===== config.mk =====
export PLATFORM = sky130hd
export DESIGN_NAME = rwrs_top
export DESIGN_NICKNAME = d
export VERILOG_FILES = /design/src/common/rwrs_pkg.sv /design/src/hdl/rwrs_fifo.sv /design/src/hdl/rwrs_top.sv
export SDC_FILE = /design/constraint.sdc
export NUM_CORES = 1
export LEC_CHECK = 0
export ABC_AREA = 0
export BUFFER_PORTS_ARGS = -buffer_cell sky130_fd_sc_hd__buf_4
export CAP_MARGIN = 20
export CORE_MARGIN = 1
export CORE_UTILIZATION = 55
export CTS_BUF_LIST = sky130_fd_sc_hd__clkbuf_2
export DETAILED_ROUTE_END_ITERATION = 6
export PLACE_DENSITY = 0.76
export RECOVER_POWER = 25
export SYNTH_ARGS = -nofsm -noshare
export SYNTH_HDL_FRONTEND = slang
export SYNTH_SLANG_ARGS = --single-unit

===== constraint.sdc =====
create_clock -name mclk -period 23.1 [get_ports mclk]
set_input_delay 2.31 -clock mclk [delete_from_list [all_inputs] [get_ports mclk]]
set_output_delay 2.31 -clock mclk [all_outputs]
set_load 0.01 [all_outputs]

===== src/common/rwrs_pkg.sv =====
// rwrs_pkg: constants, pin bundles and state types of the wide ROM read sequencer
// assumes a single 20 MHz processor clock shared by every rwrs module
package rwrs_pkg;

    // clock and ROM access time
    localparam int CLK_PERIOD_NS  = 50;
    localparam int ROM_ACCESS_NS  = 170;
    // least time rounds up to whole cycles, never below one
    localparam int ROM_ACCESS_CYC = ((ROM_ACCESS_NS + CLK_PERIOD_NS - 1) / CLK_PERIOD_NS) < 1 ? 1 :
                                    ((ROM_ACCESS_NS + CLK_PERIOD_NS - 1) / CLK_PERIOD_NS);

    // widths and layout
    localparam int ROM_ADDR_W  = 16;
    localparam int ADDR_HI_W   = 14;          // processor address bits 16 down to 3
    localparam int WORD_W      = 16;
    localparam int WORDS       = 4;
    localparam int DWORD_W     = WORD_W * WORDS;
    localparam int FIFO_DEPTH  = 16;
    localparam int SYNC_W      = ADDR_HI_W + 5;

    // encodings
    localparam logic       RNW_READ   = 1'b1;
    localparam logic [1:0] FIRST_WORD = 2'h0;
    localparam logic [1:0] LAST_WORD  = 2'h3;
    localparam logic [1:0] WORD_STEP  = 2'h1;
    localparam logic [3:0] CNT_STEP   = 4'h1;

    // processor and decode pins, all active levels as named
    typedef struct packed {
        logic                 transfer_start_n;
        logic                 data_bus_busy_n;
        logic                 read_not_write;
        logic                 rom_relocated;
        logic                 rom_select;
        logic [ADDR_HI_W-1:0] addr_hi;
    } rwrs_cpu_t;

    // ROM side pins
    typedef struct packed {
        logic [ROM_ADDR_W-1:0] rom_addr;
        logic [WORDS-1:0]      latch_pair_enable;
    } rwrs_rom_t;

    typedef enum logic [2:0] {
        SEQ_IDLE, SEQ_QUAL, SEQ_SEL, SEQ_W0, SEQ_W1, SEQ_W2, SEQ_W3, SEQ_DECIDE
    } rwrs_seq_t;

    typedef enum logic [3:0] {
        CNT_IDLE, CNT_1, CNT_2, CNT_3, CNT_4, CNT_5, CNT_6, CNT_7, CNT_8, CNT_9, CNT_10
    } rwrs_cnt_t;

endpackage


===== src/hdl/rwrs_fifo.sv =====
// rwrs_fifo: flip-flop FIFO with a registered output stage
// assumes source and sink on the same clock; valid/ready handshake on both sides
`timescale 1ns/1ps
`default_nettype none
module rwrs_fifo #(
    parameter int WIDTH = 64,
    parameter int DEPTH = 16
) (
    // clock and reset
    input  wire logic             mclk,
    input  wire logic             rst,
    // fill side
    input  wire logic             in_valid,
    output logic                  in_ready,
    input  wire logic [WIDTH-1:0] in_data,
    // drain side
    output logic                  out_valid,
    input  wire logic             out_ready,
    output logic [WIDTH-1:0]      out_data
);
    localparam int AW = (DEPTH > 1) ? $clog2(DEPTH) : 1;
    localparam int CW = $clog2(DEPTH + 1);

    logic [WIDTH-1:0] mem_r [DEPTH];
    logic [AW-1:0]    wr_r, wr_nxt, rd_r, rd_nxt;
    logic [CW-1:0]    cnt_r, cnt_nxt;
    logic             ov_r, ov_nxt;
    logic [WIDTH-1:0] od_r, od_nxt;
    logic             push, pop;

    function automatic logic [AW-1:0] wrap_inc(input logic [AW-1:0] p);
        wrap_inc = (p == AW'(DEPTH - 1)) ? '0 : p + AW'(1);
    endfunction

    always_comb begin
        in_ready = (cnt_r != CW'(DEPTH));
        push     = in_valid && in_ready;
        // memory feeds the output stage whenever that stage is empty or leaving
        pop      = (cnt_r != '0) && (!ov_r || out_ready);
        wr_nxt   = push ? wrap_inc(wr_r) : wr_r;
        rd_nxt   = pop ? wrap_inc(rd_r) : rd_r;
        cnt_nxt  = cnt_r + CW'(push) - CW'(pop);
        ov_nxt   = pop ? 1'b1 : (out_ready ? 1'b0 : ov_r);
        od_nxt   = pop ? mem_r[rd_r] : od_r;
    end

    always_ff @(posedge mclk or posedge rst) begin
        if (rst) begin
            wr_r  <= '0;
            rd_r  <= '0;
            cnt_r <= '0;
            ov_r  <= 1'b0;
            od_r  <= '0;
        end else begin
            wr_r  <= wr_nxt;
            rd_r  <= rd_nxt;
            cnt_r <= cnt_nxt;
            ov_r  <= ov_nxt;
            od_r  <= od_nxt;
        end
    end

    // storage has no reset; words are only read after being written
    always_ff @(posedge mclk) begin
        if (push) begin
            mem_r[wr_r] <= in_data;
        end
    end

    assign out_valid = ov_r;
    assign out_data  = od_r;
endmodule
`default_nettype wire


===== src/hdl/rwrs_top.sv =====
// rwrs_top: serves 64-bit processor reads from a 16-bit ROM in four word fetches
// assumes external decode drives rom_select and the ROM enables; acks other than early_ack_n are formed outside
`timescale 1ns/1ps
`default_nettype none
module rwrs_top
    import rwrs_pkg::*;
#(
    parameter int FIFO_D = FIFO_DEPTH
) (
    // clock and reset
    input  wire logic                mclk,
    input  wire logic                rst,
    // processor bus and decode
    input  wire rwrs_cpu_t           cpu_in,
    output logic                     early_ack_n,
    output logic [DWORD_W-1:0]       cpu_data_o,
    output logic                     cpu_data_oe,
    // ROM and latch pairs
    input  wire logic [WORD_W-1:0]   rom_data,
    output rwrs_rom_t                rom_out,
    // buffered double words
    output logic                     dword_valid,
    input  wire logic                dword_ready,
    output logic [DWORD_W-1:0]       dword_data
);
    // pin synchronisers: stage 1 only feeds stage 2
    rwrs_cpu_t         cpu_m_r, cpu_s;
    logic [WORD_W-1:0] dat_m_r, dat_s;

    always_ff @(posedge mclk or posedge rst) begin
        if (rst) begin
            cpu_m_r <= '{transfer_start_n: 1'b1, data_bus_busy_n: 1'b1, default: '0};
            cpu_s   <= '{transfer_start_n: 1'b1, data_bus_busy_n: 1'b1, default: '0};
            dat_m_r <= '0;
            dat_s   <= '0;
        end else begin
            cpu_m_r <= cpu_in;
            cpu_s   <= cpu_m_r;
            dat_m_r <= rom_data;
            dat_s   <= dat_m_r;
        end
    end

    logic busy_gone;
    assign busy_gone = cpu_s.data_bus_busy_n;

    function automatic logic [1:0] word_of(input rwrs_seq_t s);
        case (s)
            SEQ_W1:  word_of = FIRST_WORD + WORD_STEP;
            SEQ_W2:  word_of = FIRST_WORD + WORD_STEP + WORD_STEP;
            SEQ_W3:  word_of = LAST_WORD;
            default: word_of = FIRST_WORD;
        endcase
    endfunction

    function automatic logic is_fetch(input rwrs_seq_t s);
        is_fetch = (s == SEQ_W0) || (s == SEQ_W1) || (s == SEQ_W2) || (s == SEQ_W3);
    endfunction

    // sequencing_fsm
    rwrs_seq_t           seq_r, seq_nxt;
    logic                run_r, run_nxt;
    logic [1:0]          low_r, low_nxt;
    logic                next_r;
    logic                push_r, push_nxt;
    logic                fifo_in_ready;

    always_comb begin
        seq_nxt = seq_r;
        case (seq_r)
            SEQ_IDLE:   if (!cpu_s.transfer_start_n) seq_nxt = SEQ_QUAL;
            SEQ_QUAL:   if (!cpu_s.rom_relocated && cpu_s.read_not_write == RNW_READ)
                            seq_nxt = SEQ_SEL;
            SEQ_SEL: begin
                // wait for buffer room so a finished double word is never dropped
                if (!cpu_s.rom_select) seq_nxt = SEQ_IDLE;
                else if (fifo_in_ready) seq_nxt = SEQ_W0;
            end
            SEQ_W0:     if (next_r) seq_nxt = SEQ_W1;
            SEQ_W1:     if (next_r) seq_nxt = SEQ_W2;
            SEQ_W2:     if (next_r) seq_nxt = SEQ_W3;
            SEQ_W3:     if (next_r) seq_nxt = SEQ_DECIDE;
            SEQ_DECIDE: begin
                if (!cpu_s.transfer_start_n) seq_nxt = SEQ_SEL;
                else if (!cpu_s.data_bus_busy_n) seq_nxt = SEQ_QUAL;
                else seq_nxt = SEQ_IDLE;
            end
            default:    seq_nxt = SEQ_IDLE;
        endcase
        // busy is seen one cycle after start, so a refused access parked in qualify
        // is released by busy negation too; the decision state weighs busy itself
        if (busy_gone && seq_r != SEQ_IDLE && seq_r != SEQ_DECIDE)
            seq_nxt = SEQ_IDLE;
        // one pulse on entry, so the fourth fetch never restarts the counter
        run_nxt  = is_fetch(seq_nxt) && (seq_nxt != seq_r);
        low_nxt  = word_of(seq_nxt);
        push_nxt = (seq_r == SEQ_W3) && (seq_nxt == SEQ_DECIDE);
    end

    always_ff @(posedge mclk or posedge rst) begin
        if (rst) begin
            seq_r  <= SEQ_IDLE;
            run_r  <= 1'b0;
            low_r  <= FIRST_WORD;
            push_r <= 1'b0;
        end else begin
            seq_r  <= seq_nxt;
            run_r  <= run_nxt;
            low_r  <= low_nxt;
            push_r <= push_nxt;
        end
    end

    // wait_counter_fsm: sees only run, the low address bits and busy
    rwrs_cnt_t cnt_r, cnt_nxt;
    logic      open_r, open_nxt;
    logic      next_nxt;
    logic      eack_n_r, eack_n_nxt;

    always_comb begin
        case (cnt_r)
            CNT_IDLE: cnt_nxt = run_r ? CNT_1 : CNT_IDLE;
            CNT_10:   cnt_nxt = CNT_IDLE;
            default:  cnt_nxt = rwrs_cnt_t'(cnt_r + CNT_STEP);
        endcase
        if (busy_gone) cnt_nxt = CNT_IDLE;
        // latch held open CNT_1..CNT_9, well past the ROM access time
        open_nxt   = (cnt_nxt != CNT_IDLE) && (cnt_nxt != CNT_10);
        next_nxt   = (cnt_r == CNT_9) && (cnt_nxt == CNT_10);
        eack_n_nxt = !((cnt_r == CNT_7) && (cnt_nxt == CNT_8) && low_r == LAST_WORD);
    end

    always_ff @(posedge mclk or posedge rst) begin
        if (rst) begin
            cnt_r    <= CNT_IDLE;
            open_r   <= 1'b0;
            next_r   <= 1'b0;
            eack_n_r <= 1'b1;
        end else begin
            cnt_r    <= cnt_nxt;
            open_r   <= open_nxt;
            next_r   <= next_nxt;
            eack_n_r <= eack_n_nxt;
        end
    end

    // latch pairs, ROM address and data drive
    logic [WORDS-1:0]      lpe_r, lpe_nxt;
    logic [WORD_W-1:0]     word_r [WORDS];
    logic [WORD_W-1:0]     word_nxt [WORDS];
    logic [ROM_ADDR_W-1:0] addr_r, addr_nxt;
    logic                  oe_r, oe_nxt;

    always_comb begin
        lpe_nxt = '0;
        if (open_r) lpe_nxt[low_r] = 1'b1;
        for (int i = 0; i < WORDS; i++) begin
            word_nxt[i] = lpe_r[i] ? dat_s : word_r[i];
        end
        addr_nxt = {cpu_s.addr_hi, low_nxt};
        oe_nxt   = cpu_s.rom_select && (is_fetch(seq_r) || seq_r == SEQ_DECIDE);
    end

    always_ff @(posedge mclk or posedge rst) begin
        if (rst) begin
            lpe_r  <= '0;
            addr_r <= '0;
            oe_r   <= 1'b0;
            for (int i = 0; i < WORDS; i++) word_r[i] <= '0;
        end else begin
            lpe_r  <= lpe_nxt;
            addr_r <= addr_nxt;
            oe_r   <= oe_nxt;
            for (int i = 0; i < WORDS; i++) word_r[i] <= word_nxt[i];
        end
    end

    logic [DWORD_W-1:0] dword_cat;
    assign dword_cat = {word_r[3], word_r[2], word_r[1], word_r[0]};

    rwrs_fifo #(
        .WIDTH (DWORD_W),
        .DEPTH (FIFO_D)
    ) u_fifo (
        .mclk      (mclk),
        .rst       (rst),
        .in_valid  (push_r),
        .in_ready  (fifo_in_ready),
        .in_data   (dword_cat),
        .out_valid (dword_valid),
        .out_ready (dword_ready),
        .out_data  (dword_data)
    );

    assign early_ack_n               = eack_n_r;
    assign cpu_data_o                = dword_cat;
    assign cpu_data_oe               = oe_r;
    assign rom_out                   = '{rom_addr: addr_r, latch_pair_enable: lpe_r};
endmodule
`default_nettype wire


==> flow_metrics.env <==
export IMPL_outcome="complete, no violations"
export IMPL_synth_mux_area_frac=0.185
export IMPL_synth_top_cell_by_area="edfxtp_1"
export IMPL_ys_ff_latch=1269
export IMPL_syn_inst=1977
export IMPL_ff_latch_area_um2=36900
export IMPL_irDropWorstVdd_mv=0.171
export IMPL_synth_flop_cell="edfxtp_1"
export IMPL_clock_sinks=1269
export IMPL_multi_input_area_um2=9740
export IMPL_wl_um=106000
export IMPL_p_clk_frac=0.304
export IMPL_drc_errors=0
export IMPL_netlist_area_leader_share=0.652
export IMPL_viasPerCell=5.92
export IMPL_yosys_top_cells_count="edfxtp_1 (1024), mux4_2 (320), dfrtp_1 (240)"
export IMPL_avgRoutedWirePerCell_um=27.7
export IMPL_swShare=0.275
export IMPL_synth_top_family_by_area="multiplexers"
export IMPL_ios=189
export IMPL_yosysSeqAreaShare=0.782
export IMPL_avgSynthCellArea_um2=23.9
export IMPL_path_buf_inv=1
export IMPL_drt_iter0_markers=2391
export IMPL_worst_slew_pin_slew_ps=1200
export IMPL_yosysMostFrequentCell="edfxtp_1"
export IMPL_clkTransAtPathRegs_ps=100
export IMPL_seqPwrFrac=0.545
export IMPL_grt_antenna_before_repair=11
export IMPL_yosys_top_cells_area="edfxtp_1 (65%), mux4_2 (15%), dfrtp_1 (13%), mux2_2 (3.1%), buf_6 (0.53%)"
export IMPL_skew_ps=189
export IMPL_post_route_min_period_ps=5060
export IMPL_switchingPower_w=0.00133
export IMPL_synthSimpleGateAreaFrac=0.00955
export IMPL_ctsResizeCount=0
export IMPL_synth_area_um2=47200
export IMPL_critPathTopFamily="flip-flops"
export IMPL_cts_made_buffers=315
export IMPL_rsz0062_at_grt="false"
export IMPL_power_frac_comb=0.151
export IMPL_hold_violations=0
export IMPL_grt_pass1_vias=23900
export IMPL_synth_edf_count=1024
export IMPL_tritoncts="built"
export IMPL_globalplace_congestion=0.768
export IMPL_hpwl_um=53900
export IMPL_htreeDepth=5
export IMPL_post_route_util=0.621
export IMPL_grt_ovfl_total=0
export IMPL_core_um2=85000
export IMPL_synth_xor_area_frac=0.00149
export IMPL_ys_warn_count=0
export IMPL_placed_cell_area_um2=49900
export IMPL_synth_cell_types=52
export IMPL_worstSetupPathType="flop to output pin"
export IMPL_synth_fa_ha_area_frac=0.00440
export IMPL_setup_viol=0
export IMPL_grt_pass1_wl_um=154000
export IMPL_clkLatencyLatePin_ps=1500
export IMPL_fp_dieW_um=295
export IMPL_cap_violations=0
export IMPL_root_buffer="clkbuf_2"
export IMPL_required_ps=20790
export IMPL_async_flop_share=0.193
export IMPL_fmax_mhz=198
export IMPL_relSlewSlack=0.202
export IMPL_fill_cells=5696
export IMPL_power_density_nw_per_um2=91.5
export IMPL_cp_cell_sequence="buf_4"
export IMPL_grt_max_degree=185
export IMPL_critPathSlowestCell="dfrtp_1"
export IMPL_die_y_um=295
export IMPL_cts_max_path_buffers=4
export IMPL_worstPathArrival_ps=2750
export IMPL_hp_class="flop to flop"
export IMPL_start_util=0.555
export IMPL_final_area_um2=52800
export IMPL_static_leakage_power_nw=16.3
export IMPL_grt_use_total=0.251
export IMPL_synth_fp_nets=2031
export IMPL_first_pass_iters=7
export IMPL_synth_compound_area_frac=0.00432
export IMPL_crit_path_max_incr_delay_ps=1100
export IMPL_die_area_um2=86900
export IMPL_ant_nets=0
export IMPL_start_kind="flop"
export IMPL_num_rows=107
export IMPL_port_buffer_count=188
export IMPL_via_count=22600
export IMPL_crit_fanout=17
export IMPL_cts_hold_buf=0
export IMPL_fin_tns_setup_ps=0
export IMPL_end_kind="output pin"
export IMPL_internal_power_w=0.00350
export IMPL_drive_above_1_share=0.449
export IMPL_nNetsFinal=2482
export IMPL_final_min_period_over_clock_period=0.219
export IMPL_cts_setup_buffers=0
export IMPL_drv_slew=0
export IMPL_syn2layout_area_growth_pct=11.9
==> cells in the final DEF, fill, tap and decap left out, types with 4 or more instances in the layout <==
master / instances
dfrtp_4: 4
a21oi_1: 7
inv_1: 23
nor2_1: 13
dfrtp_1: 236
nand3_1: 5
nand2_1: 10
bufinv_16: 7
mux2_2: 131
nor4_2: 4
ha_1: 15
and2_4: 4
xnor2_1: 6
nor2b_1: 4
clkbuf_2: 466
edfxtp_1: 1024
o21ai_0: 7
diode_2: 7
clkinv_1: 69
nor3_2: 4
nor2_4: 4
dfstp_2: 5
buf_4: 196
clkbuf_4: 30
mux4_2: 320
inv_2: 9
clkinv_2: 4
nand4_1: 4
nand2b_1: 4
==> through the flow <==
stage	hold WS (ps)	power (W)	worst slack, ps	cells
after global placement	333	0.00342	18150	3255
after global routing	263	0.00505	17890	3815
final	269	0.00483	18040	3817
after CTS	240	0.00489	17920	3810
after floorplan	331	0.00324	14070	1977
after detailed placement	335	0.00343	18040	3255
==> metal layers <==
| layer | share of wire | routed length [um] | track usage | up-vias |
|---|---|---|---|---|
| met4 | 0.028 | 3000 | 0.107 | 0 |
| li1 | - | - | - | 9358 |
| met1 | 0.37 | 38700 | 0.322 | 11800 |
| met2 | 0.51 | 53400 | 0.399 | 1204 |
| met5 | 0 | 0 | 0 | - |
| met3 | 0.10 | 10600 | 0.0790 | 203 |
==> cell families after synthesis <==
family | Yosys count
flip-flops | 1269
buffers and inverters | 120
AO/OA/AOI/OAI | 31
AND/OR/NAND/NOR | 79
multiplexers | 454
XOR/XNOR | 8
adder cells (fa/ha/maj) | 16
==> layout make-up <==
cell class,instances,share of cell area
Clock buffer,466,0.0442
Inverter,25,0.00192
Clock inverter,89,0.0100
Sequential cell,1269,0.699
Timing Repair Buffer,229,0.0330
Tap cell,1144,0.0271
Antenna cell,7,0.000332
Multi-Input combinational cell,588,0.185
==> power by group through the flow <==
stage	Clock (W)	Sequential, W	Combinational (W)
after floorplan	0	0.00258	0.000659
after global placement	0	0.00268	0.000739
after detailed placement	0	0.00269	0.000746
after CTS	0.00151	0.00263	0.000748
after global routing	0.00162	0.00264	0.000782
final	0.00147	0.00263	0.000730
==> flip-flops by register name, indices dropped and copies added, names as in the netlist, 3 cells and up <==
signal	cells
lpe_r	4
dat_m_r	16
u_fifo.wr_r	4
dat_s	16
u_fifo.rd_r	4
seq_r	3
cnt_r	4
addr_nxt	14
u_fifo.out_data	64
u_fifo.cnt_r	5
cpu_data_o	64
cpu_m_r	19
u_fifo.mem_r	1024
cpu_s	4
addr_r	16
==> path summary, 6_finish.rpt <==
check                                     from                  end  slack (ps)  depth (start not counted)
worst max-delay path                  lpe_r[2]           rom_out[2]       18040                          1
min in group asynchronous                  rst           addr_r[12]        1000                          2
worst max register to register  u_fifo.rd_r[1]  u_fifo.out_data[40]       19430                          4
max in group asynchronous                  rst  u_fifo.out_data[40]       19630                          4
worst min-delay path               dat_m_r[15]            dat_s[15]         270                          0
worst min register to register     dat_m_r[15]            dat_s[15]         270                          0
==> worst reg2reg max path, cell delays in order (launching register included) <==
cell     delay, ps
dfrtp_4       1210
buf_12         860
mux4_2         650
mux4_2         470
mux2_2         280
Power figures use the tool's default switching activity.
